[config.mk]
export PLATFORM = sky130hd
export DESIGN_NAME = ttl_thermal_trip
export DESIGN_NICKNAME = d
export VERILOG_FILES = /design/src/ttl_pkg.sv /design/src/ttl_thermal_trip.sv
export SDC_FILE = /design/constraint.sdc
export NUM_CORES = 1
export LEC_CHECK = 0
export ABC_AREA = 1
export BUFFER_PORTS_ARGS = -buffer_cell sky130_fd_sc_hd__buf_2
export CAP_MARGIN = 20
export CORE_MARGIN = 8
export CORE_UTILIZATION = 55
export CTS_CLUSTER_DIAMETER = 120
export DETAILED_ROUTE_END_ITERATION = 8
export PLACE_DENSITY = 0.85
export SLEW_MARGIN = 10
export SYNTH_ARGS = -nofsm -noshare
export SYNTH_HDL_FRONTEND = slang
export SYNTH_SLANG_ARGS = --single-unit
[constraint.sdc]
create_clock -name mclk -period 12.5 [get_ports mclk]
set_clock_uncertainty 0.05 [all_clocks]
set_input_delay 0.625 -clock mclk [delete_from_list [all_inputs] [get_ports mclk]]
set_output_delay 0.625 -clock mclk [all_outputs]
set_load 0.01 [all_outputs]
[src/ttl_pkg.sv]
package ttl_pkg;
    // sensor population and reading width
    localparam int NUM_SENSORS = 5;
    localparam int TEMP_W = 8;
    localparam int SEL_W = 3;
    // reading that always stands for the maximum junction temperature
    localparam logic [7:0] TJMAX_CODE = 8'h7f;
    // one count of the reading is one degree
    localparam int DEG_PER_COUNT = 1;
    // programmable trip point indices
    localparam int NUM_TRIPS = 4;
    localparam int TRIP_GEN_ZERO = 0;
    localparam int TRIP_GEN_ONE = 1;
    localparam int TRIP_GEN_TWO = 2;
    localparam int TRIP_HOT = 3;
    // status bit positions: the four trip points, then core hot, then platform hot
    localparam int EVT_CORE_HOT = 4;
    localparam int EVT_PLAT_HOT = 5;
    localparam int NUM_EVENTS = 6;
    // throttling schemes that an event may request
    localparam int NUM_SCHEMES = 2;
    // reset value of the general trip thresholds
    localparam logic [7:0] GEN_THRESH_RST = 8'h00;
    // sensor power-up sequencing
    typedef enum logic [0:0] {TTL_SENS_OFF, TTL_SENS_ON} ttl_sens_state_t;
endpackage

[src/ttl_thermal_trip.sv]
// Behaviour
// - sensor trips catastrophically when reading reaches or passes fused limit
// - catastrophic trip stays inactive while its enable is low
// - sensors enabled only after high_freq_pll lock; no trip before that
// - each sensor trip is registered before it reaches shutdown logic
// - catastrophic trip latches until power-cycle reset, no software clear
// - registered trips of all sensors ORed into catastrophic_shutdown
// - hot trip threshold resets from fuses, software may overwrite it
// - general trip points give no event until individually enabled
// - general trip thresholds reset to zero
// - platform hot input starts throttling scheme one or two if enabled
// - core hot and hot trip point reported separately to firmware
// - every non-catastrophic event captured in status, tied to throttle actions
// - reading 127 is Tj max; each count higher is one degree cooler
// - four writable trip settings: hot point plus three general points
`timescale 1ns/100ps
module ttl_thermal_trip #(
    parameter int NUM_SENSORS = ttl_pkg::NUM_SENSORS,
    parameter int TEMP_W = ttl_pkg::TEMP_W
) (
    input wire logic mclk,
    input wire logic rst,
    input wire logic clk_en,
    input wire logic high_freq_pll_lock,
    input wire logic [NUM_SENSORS*TEMP_W-1:0] sensor_reading,
    input wire logic [NUM_SENSORS-1:0] sensor_group_mask,
    input wire logic sensor_group_en,
    input wire logic [ttl_pkg::SEL_W-1:0] sensor_select,
    input wire logic cat_trip_en,
    input wire logic [TEMP_W-1:0] fuse_cat_limit,
    input wire logic [TEMP_W-1:0] fuse_hot_thresh,
    input wire logic [ttl_pkg::NUM_TRIPS-1:0] thresh_wr,
    input wire logic [TEMP_W-1:0] thresh_wdata,
    input wire logic [ttl_pkg::NUM_TRIPS-1:0] trip_en,
    input wire logic core_hot_trip,
    input wire logic platform_hot_input_n,
    input wire logic [ttl_pkg::NUM_EVENTS-1:0] status_clr,
    input wire logic [ttl_pkg::NUM_EVENTS*ttl_pkg::NUM_SCHEMES-1:0] action_map,
    input wire logic [ttl_pkg::NUM_SCHEMES-1:0] scheme_en,
    output logic sensors_enabled,
    output logic [NUM_SENSORS-1:0] sensor_cat_trip,
    output logic catastrophic_shutdown,
    output logic [ttl_pkg::NUM_TRIPS*TEMP_W-1:0] trip_thresh,
    output logic [ttl_pkg::NUM_EVENTS-1:0] trip_status,
    output logic hot_trip_report,
    output logic core_hot_report,
    output logic [ttl_pkg::NUM_SCHEMES-1:0] throttle_req,
    output logic [TEMP_W-1:0] below_tjmax_deg
);
    localparam int NT = ttl_pkg::NUM_TRIPS;
    localparam int NE = ttl_pkg::NUM_EVENTS;
    localparam int NS = ttl_pkg::NUM_SCHEMES;

    ttl_pkg::ttl_sens_state_t sens_state_q, sens_state_d;
    logic [NUM_SENSORS-1:0] cat_q, cat_d;
    logic shut_q, shut_d;
    logic [TEMP_W-1:0] thresh_q [NT];
    logic [TEMP_W-1:0] thresh_d [NT];
    logic [NE-1:0] stat_q, stat_d;
    logic [NS-1:0] thr_q, thr_d;
    logic [TEMP_W-1:0] marg_q, marg_d;
    logic [TEMP_W-1:0] watch_count;
    logic [NE-1:0] evt_now;
    logic sens_on;

    // reading of one sensor out of the flat vector
    function automatic logic [TEMP_W-1:0] reading_of(
        input logic [NUM_SENSORS*TEMP_W-1:0] vec,
        input int idx
    );
        reading_of = vec[idx*TEMP_W +: TEMP_W];
    endfunction

    // hotter is the lower count, so reaching a limit means count <= limit
    function automatic logic at_or_hotter(
        input logic [TEMP_W-1:0] count,
        input logic [TEMP_W-1:0] limit
    );
        at_or_hotter = (count <= limit);
    endfunction

    assign sens_on = (sens_state_q == ttl_pkg::TTL_SENS_ON);

    // sensor enable waits for pll lock; once on it stays on until power cycle
    always_comb begin
        sens_state_d = sens_state_q;
        unique case (sens_state_q)
            ttl_pkg::TTL_SENS_OFF: begin
                if (high_freq_pll_lock) begin
                    sens_state_d = ttl_pkg::TTL_SENS_ON;
                end
            end
            ttl_pkg::TTL_SENS_ON: begin
                sens_state_d = ttl_pkg::TTL_SENS_ON;
            end
        endcase
    end

    // per-sensor catastrophic compare, flopped and sticky
    generate
        for (genvar s = 0; s < NUM_SENSORS; s++) begin : g_cat
            always_comb begin
                cat_d[s] = cat_q[s];
                if (sens_on && cat_trip_en &&
                    at_or_hotter(reading_of(sensor_reading, s), fuse_cat_limit)) begin
                    cat_d[s] = 1'b1;
                end
            end
        end
    endgenerate

    // shutdown looks only at registered trips, so a compare glitch cannot kill rails
    assign shut_d = |cat_q;

    // reading watched by the trip points: hottest enabled sensor or one chosen
    always_comb begin
        watch_count = reading_of(sensor_reading, 0);
        if (sensor_group_en) begin
            watch_count = {TEMP_W{1'b1}};
            for (int s = 0; s < NUM_SENSORS; s++) begin
                if (sensor_group_mask[s] &&
                    reading_of(sensor_reading, s) < watch_count) begin
                    watch_count = reading_of(sensor_reading, s);
                end
            end
        end else if (int'(sensor_select) < NUM_SENSORS) begin
            watch_count = reading_of(sensor_reading, int'(sensor_select));
        end
    end

    // degrees below tj max; a reading hotter than tj max reads as zero
    always_comb begin
        marg_d = '0;
        if (watch_count > ttl_pkg::TJMAX_CODE) begin
            marg_d = TEMP_W'((watch_count - ttl_pkg::TJMAX_CODE) * ttl_pkg::DEG_PER_COUNT);
        end
    end

    // threshold writes; no interlock against a zero general threshold
    always_comb begin
        for (int t = 0; t < NT; t++) begin
            thresh_d[t] = thresh_q[t];
            if (thresh_wr[t]) begin
                thresh_d[t] = thresh_wdata;
            end
        end
    end

    // live events: trip points gated by their enable, plus the two hot inputs
    always_comb begin
        evt_now = '0;
        for (int t = 0; t < NT; t++) begin
            evt_now[t] = sens_on && trip_en[t] &&
                at_or_hotter(watch_count, thresh_q[t]);
        end
        evt_now[ttl_pkg::EVT_CORE_HOT] = core_hot_trip;
        evt_now[ttl_pkg::EVT_PLAT_HOT] = !platform_hot_input_n;
    end

    // sticky status; a new event beats a clear in the same cycle
    assign stat_d = (stat_q & ~status_clr) | evt_now;

    // each status bit requests the schemes its action map selects
    always_comb begin
        thr_d = '0;
        for (int k = 0; k < NS; k++) begin
            for (int e = 0; e < NE; e++) begin
                if (stat_q[e] && action_map[e*NS + k]) begin
                    thr_d[k] = 1'b1;
                end
            end
            if (!platform_hot_input_n) begin
                thr_d[k] = 1'b1;
            end
            thr_d[k] = thr_d[k] && scheme_en[k];
        end
    end

    // one synchronous power-cycle reset clears everything, the trip latch included, except the hot threshold, which loads from fuses
    always_ff @(posedge mclk) begin
        if (rst) begin
            sens_state_q <= ttl_pkg::TTL_SENS_OFF;
            cat_q <= '0;
            shut_q <= 1'b0;
            stat_q <= '0;
            thr_q <= '0;
            marg_q <= '0;
            for (int t = 0; t < NT; t++) begin
                thresh_q[t] <= ttl_pkg::GEN_THRESH_RST;
            end
            thresh_q[ttl_pkg::TRIP_HOT] <= fuse_hot_thresh;
        end else if (clk_en) begin
            sens_state_q <= sens_state_d;
            cat_q <= cat_d;
            shut_q <= shut_d;
            stat_q <= stat_d;
            thr_q <= thr_d;
            marg_q <= marg_d;
            for (int t = 0; t < NT; t++) begin
                thresh_q[t] <= thresh_d[t];
            end
        end
    end

    // outputs straight from flops
    assign sensors_enabled = sens_on;
    assign sensor_cat_trip = cat_q;
    assign catastrophic_shutdown = shut_q;
    assign trip_status = stat_q;
    assign hot_trip_report = stat_q[ttl_pkg::TRIP_HOT];
    assign core_hot_report = stat_q[ttl_pkg::EVT_CORE_HOT];
    assign throttle_req = thr_q;
    assign below_tjmax_deg = marg_q;
    generate
        for (genvar t = 0; t < NT; t++) begin : g_thr_out
            assign trip_thresh[t*TEMP_W +: TEMP_W] = thresh_q[t];
        end
    endgenerate

    // checks
    chk_cat_latch_holds: assert property (@(posedge mclk) disable iff (rst)
        cat_q[0] |=> cat_q[0])
        else $error("catastrophic trip dropped without power cycle");

    chk_cat_before_lock: assert property (@(posedge mclk) disable iff (rst)
        !sens_on |-> (cat_q == '0) && !shut_q)
        else $error("catastrophic trip before sensors enabled");

    chk_cat_disabled: assert property (@(posedge mclk) disable iff (rst)
        (clk_en && !cat_trip_en && cat_q == '0) |=> cat_q == '0)
        else $error("catastrophic trip set while disabled");

    chk_cat_sets: assert property (@(posedge mclk) disable iff (rst)
        (clk_en && sens_on && cat_trip_en &&
         reading_of(sensor_reading, 0) <= fuse_cat_limit) |=> cat_q[0])
        else $error("sensor at limit did not trip");

    chk_shutdown_follow: assert property (@(posedge mclk) disable iff (rst)
        (clk_en && $rose(cat_q[NUM_SENSORS-1])) |=> shut_q)
        else $error("shutdown did not follow registered trip");

    chk_gen_thresh_rst: assert property (@(posedge mclk)
        ($past(rst) && !rst) |-> thresh_q[ttl_pkg::TRIP_GEN_ZERO] == '0 &&
        thresh_q[ttl_pkg::TRIP_GEN_TWO] == '0)
        else $error("general threshold not zero after reset");

    chk_hot_thresh_rst: assert property (@(posedge mclk)
        rst |=> thresh_q[ttl_pkg::TRIP_HOT] == $past(fuse_hot_thresh))
        else $error("hot threshold not loaded from fuses");

    chk_gen_trip_gate: assert property (@(posedge mclk) disable iff (rst)
        (clk_en && !trip_en[ttl_pkg::TRIP_GEN_ONE] &&
         !stat_q[ttl_pkg::TRIP_GEN_ONE] && !status_clr[ttl_pkg::TRIP_GEN_ONE])
        |=> !stat_q[ttl_pkg::TRIP_GEN_ONE])
        else $error("disabled general trip raised status");

    chk_status_sticky: assert property (@(posedge mclk) disable iff (rst)
        (stat_q[ttl_pkg::TRIP_HOT] && !status_clr[ttl_pkg::TRIP_HOT])
        |=> stat_q[ttl_pkg::TRIP_HOT])
        else $error("trip status cleared without software");

    chk_plat_throttle: assert property (@(posedge mclk) disable iff (rst)
        clk_en |-> ##1 (thr_q[0] == $past(!platform_hot_input_n && scheme_en[0]) ||
        $past(stat_q != '0)))
        else $error("platform hot did not drive scheme one");

    // shutdown must be the flopped image of the latched trips, never the raw compare
    chk_shutdown_registered: assert property (@(posedge mclk) disable iff (rst)
        clk_en
        |=> shut_q == ($past(cat_q) != '0))
        else $error("shutdown not taken from registered trips");

    // trip points stay quiet while sensors are still off
    chk_trip_before_lock: assert property (@(posedge mclk) disable iff (rst)
        (clk_en && !sens_on && !stat_q[ttl_pkg::TRIP_GEN_ZERO])
        |=> !stat_q[ttl_pkg::TRIP_GEN_ZERO])
        else $error("trip point event before sensors enabled");

    chk_hot_report: assert property (@(posedge mclk) disable iff (rst)
        (clk_en && evt_now[ttl_pkg::TRIP_HOT])
        |=> hot_trip_report)
        else $error("hot trip point not reported");

    chk_core_report: assert property (@(posedge mclk) disable iff (rst)
        (clk_en && core_hot_trip)
        |=> core_hot_report)
        else $error("core hot not reported");

    chk_plat_status: assert property (@(posedge mclk) disable iff (rst)
        (clk_en && !platform_hot_input_n)
        |=> stat_q[ttl_pkg::EVT_PLAT_HOT])
        else $error("platform hot not captured in status");

    // a disabled scheme never reaches the throttle outputs
    chk_throttle_gate: assert property (@(posedge mclk) disable iff (rst)
        (clk_en && !scheme_en[1])
        |=> !thr_q[1])
        else $error("disabled scheme requested");

    // grouping may only pick a reading at least as hot as each included sensor
    chk_group_hottest: assert property (@(posedge mclk) disable iff (rst)
        (sensor_group_en && sensor_group_mask[0])
        |-> watch_count <= reading_of(sensor_reading, 0))
        else $error("grouping missed a hotter sensor");

    chk_margin_hot: assert property (@(posedge mclk) disable iff (rst)
        (clk_en && watch_count <= ttl_pkg::TJMAX_CODE)
        |=> marg_q == '0)
        else $error("margin nonzero at or above tj max");
endmodule

## Word-level counts from Yosys, hierarchy flattened

Memory sizes are Yosys's and may differ from the RTL's.
Cells that the tools add are included.

- Word-level logic and storage cells: 120
- Output and inout port bits: 57
- Register bits after elaboration: 23
- Bits in writable memories: 32
- Memories kept: 1

Memories:

| name | words | width | read ports | clocked after memory_dff | write ports | RTL line | text |
|---|---|---|---|---|---|---|---|
| thresh_q | 4 | 8 | 4 | 0 | 4 | ttl_thermal_trip.sv:57 | `logic [TEMP_W-1:0] thresh_q [NT];` |

- Reductions and logical operators: 40
- Add/sub/neg operators: 1
- Shift operators: 1
- Order comparisons: 16
- Bitwise gates (word level): 9
- Mux-type cells: 42

Operators by type and width:

| cell | count |
|---|---|
| $mux W8 | 21 |
| $le A8 B8 Y1 | 9 |
| $shiftx A40 B7 Y8 | 1 |
| $logic_and A1 B1 Y1 | 33 |
| $lt A8 B8 Y1 | 4 |
| $mux W1 | 20 |
| $reduce_and A2 Y1 | 5 |
| $gt A8 B7 Y1 const B | 1 |
| $lt A8 B8 Y1 const B | 1 |
| $sub A8 B7 Y8 const B | 1 |
| $and A6 B6 Y6 | 1 |
| $not A6 Y6 | 1 |
| $or A6 B6 Y6 | 1 |
| $or A1 B1 Y1 | 5 |
| $reduce_or A5 Y1 | 1 |
| $lt A3 B3 Y1 const B | 1 |
| $pmux W1 S2 | 1 |
| $logic_not A1 Y1 | 1 |
| $not A1 Y1 | 1 |

## Longest topological paths before layout

- Depth after elaboration: 23
- Mapped depth: 60
- Mapped depth without buffers: 56

## Least setup slack after synthesis

Ideal clock, no wire load.

- Path type: input to register
- Start: input port sensor_reading[7]
- End: register stat_q[0], in the netlist trip_status[0]
- Path slack: 5215 ps
- Stages on the path: 54
- Arrival: 7103 ps
- Path buffers: 4
- Required time: 12318 ps
- Cells stage by stage: nand2_1 nor2_1 nand2_2 nand2_1 nor2_1 ha_1 nand2_1 nand2_1 nor2_1 nand2_1 a31oi_2 nand2_4 buf_2 o21ai_0 ha_1 nand2_1 nand2_1 nor2_1 [18 not listed] nand2_1 a31oi_1 nand2_2 buf_6 nand2_1 nand3_1 o21ai_1 inv_1 ha_1 inv_1 nor2_1 nor2_1 o21ai_0 a21oi_1 o211ai_1 o41ai_1 nand3_1 a21oi_1

- Word-level cells in the longest chain between the ends: 23
- Elaborated cells between the ends (all ways): 25
- Those cells by class: order compare (6); shift (1); mux (11); bitwise (1); reduce/logical (6)

RTL lines:

| element | RTL line | text |
|---|---|---|
| start: declaration | ttl_thermal_trip.sv:25 | `input wire logic [NUM_SENSORS*TEMP_W-1:0] sensor_reading,` |
| $lt A8 B8 Y1 | ttl_thermal_trip.sv:122 | `reading_of(sensor_reading, s) < watch_count) begin` |
| $logic_and A1 B1 Y1 | ttl_thermal_trip.sv:121 | `if (sensor_group_mask[s] &&` |
| $mux W8 | ttl_thermal_trip.sv:121 |  |
| $mux W8 | ttl_thermal_trip.sv:118 | `if (sensor_group_en) begin` |
| $lt A8 B8 Y1 | ttl_thermal_trip.sv:122 |  |
| $logic_and A1 B1 Y1 | ttl_thermal_trip.sv:121 |  |
| $mux W8 | ttl_thermal_trip.sv:121 |  |
| $mux W8 | ttl_thermal_trip.sv:118 |  |
| [7 not listed] | -- |  |
| $mux W8 | ttl_thermal_trip.sv:118 |  |
| $lt A8 B8 Y1 | ttl_thermal_trip.sv:122 |  |
| $logic_and A1 B1 Y1 | ttl_thermal_trip.sv:121 |  |
| $mux W8 | ttl_thermal_trip.sv:121 |  |
| $mux W8 (*) | ttl_thermal_trip.sv:118 |  |
| $le A8 B8 Y1 (*) | ttl_thermal_trip.sv:79 | `at_or_hotter = (count <= limit);` |
| $logic_and A1 B1 Y1 (*) | ttl_thermal_trip.sv:153 | `evt_now[t] = sens_on && trip_en[t] &&` |
| $or A6 B6 Y6 (*) | ttl_thermal_trip.sv:161 | `assign stat_d = (stat_q & ~status_clr) \| evt_now;` |
| end signal: assignment | ttl_thermal_trip.sv:196 | `stat_q <= stat_d;` |
| end: declaration | ttl_thermal_trip.sv:59 | `logic [NE-1:0] stat_q, stat_d;` |

Every way passes the cells marked *; elsewhere a longest branch is shown, timed or not. The select of a mux whose other input is x is not followed.
A chain may end at the register's enable or synchronous reset.

## Worst setup path in the final report

- Start: input port sensor_reading[3]
- End: register stat_q[1], in the netlist trip_status[1]

The elaborated chain is that of the path after synthesis.

==> results.sh <==
export IMPL_outcome="finished, final reports clean"
export IMPL_clockBufferDepth=2
export IMPL_tightest_slew_ns=0.759
export IMPL_setup_viol=0
export IMPL_clock_sinks=55
export IMPL_powerDensity_nw_per_um2=92.2
export IMPL_ctsResizeCount=0
export IMPL_cts_made_buffers=5
export IMPL_num_antenna_cells=0
export IMPL_place_congestion=0.980
export IMPL_critPathTopFamily="simple AND/OR/NAND/NOR gates"
export IMPL_cp_arrival_ns=8.18
export IMPL_core_area_um2=9730
export IMPL_cp_slowest_cell="ha_1"
export IMPL_end_kind="flop"
export IMPL_grt_start_max_net_pins=28
export IMPL_maxCapViolations=0
export IMPL_layout_commonest_cell="nand2_1"
export IMPL_ys_seq_elements=55
export IMPL_insertion_delay_ns=0.31
export IMPL_multiInputGateArea_um2=3530
export IMPL_cts_hold_buf=0
export IMPL_grt_pass1_wl_um=28000
export IMPL_drtIter0Drc=456
export IMPL_syn_area_um2=5470
export IMPL_critPathMaxFanout=15
export IMPL_hold_path_class="flop to flop"
export IMPL_drc=0
export IMPL_clock_fmax_ghz=0.124
export IMPL_routed_wirelength_um=17800
export IMPL_synthFlopType="edfxtp_1"
export IMPL_avgSynthCellArea_um2=7.07
export IMPL_drv_slew=0
export IMPL_fillers=876
export IMPL_fp_dieH_um=116
export IMPL_min_period_ns=8.05
export IMPL_slowest_delay_ns=0.34
export IMPL_cp_num_buf_inv=5
export IMPL_place_hpwl_um=14800
export IMPL_fin_tns_setup_ns=0
export IMPL_async_flop_share=0
export IMPL_rsz0062_at_grt="false"
export IMPL_area_growth_pct=18.1
export IMPL_criticalPathCategory="primary input to flop"
export IMPL_final_nets=1133
export IMPL_final_cells=1063
export IMPL_groute_usage_overall=0.265
export IMPL_hold_viol=0
export IMPL_drive_above_1_share=0.212
export IMPL_io_buffers=164
export IMPL_die_x_um=116
export IMPL_cts_tree="built"
export IMPL_first_global_vias=5901
export IMPL_start_util=0.563
export IMPL_fin_util=0.664
export IMPL_post_cts_buffers=0
export IMPL_yosysUniqueCellTypes=41
export IMPL_synth_warnings=0
export IMPL_syn_num_nets=978
export IMPL_layout_common_cells="200 x nand2_1, 164 x buf_2, 110 x inv_1, 96 x ha_1, 61 x nor2_1"
export IMPL_wire_per_inst_um=16.7
export IMPL_r2r_cells=9
export IMPL_netlist_instances=774
export IMPL_seqCellArea_um2=1420
export IMPL_worst_path_stages=53
export IMPL_h_tree_depth=2
export IMPL_crit_top_cell="nand2_1"
export IMPL_post_route_period_util=0.644
export IMPL_firstDrtPassIters=5
export IMPL_boundaryPins=165
export IMPL_yosysSeqAreaShare=0.260
export IMPL_p_leak_nw=3.53
export IMPL_clk_pin_slew_ns=0.09
export IMPL_min_path_cells=2
export IMPL_slew_headroom=0.487
export IMPL_startpoint_type="primary input"
export IMPL_row_count=36
export IMPL_vias_per_cell=5.50
export IMPL_whs_ns=0.433
export IMPL_antenna_found_initial=0
export IMPL_grt_overflow=0
export IMPL_antenna_left=0
export IMPL_ir_worst_vdd_uv=82.0
export IMPL_design_die_area_um2=13400
export IMPL_synth_edf_count=32
export IMPL_crit_required_ns=12.62
export IMPL_place_inst=1055
export IMPL_clockRootBuffer="clkbuf_8"
export IMPL_vias=5846
==> routing by layer <==
layer	wire, um	GRT usage	up-vias
li1	-	-	2913
met2	8290	0.459	284
met4	621	0.109	0
met1	7160	0.307	2589
met5	0	0	-
met3	1690	0.0641	60
==> worst paths after layout <==
path,startpoint,end,slack (ns)
min reg2reg,throttle_req[0]$_SDFFE_PP0P_,throttle_req[0]$_SDFFE_PP0P_,0.43
max reg2reg,thresh_q[2][1]$_DFFE_PP_,trip_status[2]$_SDFFE_PP0P_,10.70
max,sensor_reading[3],trip_status[1]$_SDFFE_PP0P_,4.45
min,throttle_req[0]$_SDFFE_PP0P_,throttle_req[0]$_SDFFE_PP0P_,0.43
==> cell families (layout without fill, tap and decap cells) <==
kind of cell	after synthesis	in the layout	synth area share
buffers and inverters	133	289	0.0953
adder cells (fa/ha/maj)	96	96	0.219
AO/OA/AOI/OAI	147	147	0.158
XOR/XNOR	1	1	0.00160
flip-flops	55	55	0.260
AND/OR/NAND/NOR	342	342	0.266
==> synthesized netlist by cell type (2+ instances only) <==
| cell | number | area, um^2 |
|---|---|---|
| buf_4 | 3 | 22.5 |
| o21a_1 | 5 | 37.5 |
| nand2_2 | 10 | 62.6 |
| nor2_4 | 2 | 22.5 |
| nor2_1 | 61 | 229 |
| inv_1 | 110 | 413 |
| nand2_4 | 3 | 33.8 |
| ha_1 | 96 | 1200 |
| o21ai_1 | 3 | 15.0 |
| inv_2 | 3 | 11.3 |
| a21oi_1 | 54 | 270 |
| clkinv_1 | 4 | 15.0 |
| a211oi_1 | 3 | 22.5 |
| buf_2 | 3 | 15.0 |
| o21ai_0 | 44 | 220 |
| dfxtp_1 | 23 | 460 |
| nand4_1 | 12 | 75.1 |
| or2_2 | 3 | 18.8 |
| edfxtp_1 | 32 | 961 |
| a31oi_1 | 5 | 31.3 |
| nand3_1 | 47 | 235 |
| o211ai_1 | 9 | 67.6 |
| o41ai_1 | 7 | 61.3 |
| o221ai_1 | 2 | 17.5 |
| nand2_1 | 200 | 751 |
| clkbuf_1 | 9 | 33.8 |
| o22ai_1 | 7 | 43.8 |
==> state kept, by name, summed over array words and instances (netlist names) <==
register and count:
thresh_q 32, below_tjmax_deg 8, trip_status 6, sensor_cat_trip 5, throttle_req 2, catastrophic_shutdown 1
sensors_enabled 1
==> layout make-up <==
cell class / instances / area share
multi-input combinational: 586 / 0.546
clock inverter: 2 / 0.00213
inverter: 117 / 0.0679
tap: 133 / 0.0257
timing repair buffer: 164 / 0.127
sequential: 55 / 0.220
clock buffer: 6 / 0.0112
==> tightest hold or removal path, stage by stage (launching register included) <==
cell,delay [ns]
dfxtp_1,0.33
nand3_1,0.07
nand2_1,0.05
==> per-stage QoR <==
stage | cell area [um^2] | setup WS [ns] | power (W)
floorplan | 5470 | 5.21 | 0.000406
global placement | 6380 | 4.42 | 0.000491
detailed placement | 6380 | 4.21 | 0.000498
CTS | 6460 | 4.51 | 0.000593
global route | 6460 | 3.38 | 0.000645
finish | 6460 | 4.45 | 0.000596
==> power by group <==
group | leakage [nW] | total, W | internal (W) | switching, W
Sequential | 0.512 | 0.000218 | 0.000208 | 0.00000996
Combinational | 2.97 | 0.000281 | 0.000104 | 0.000176
Clock | 0.0413 | 0.0000980 | 0.0000395 | 0.0000585
No activity file was read; power rests on OpenSTA's default activity.
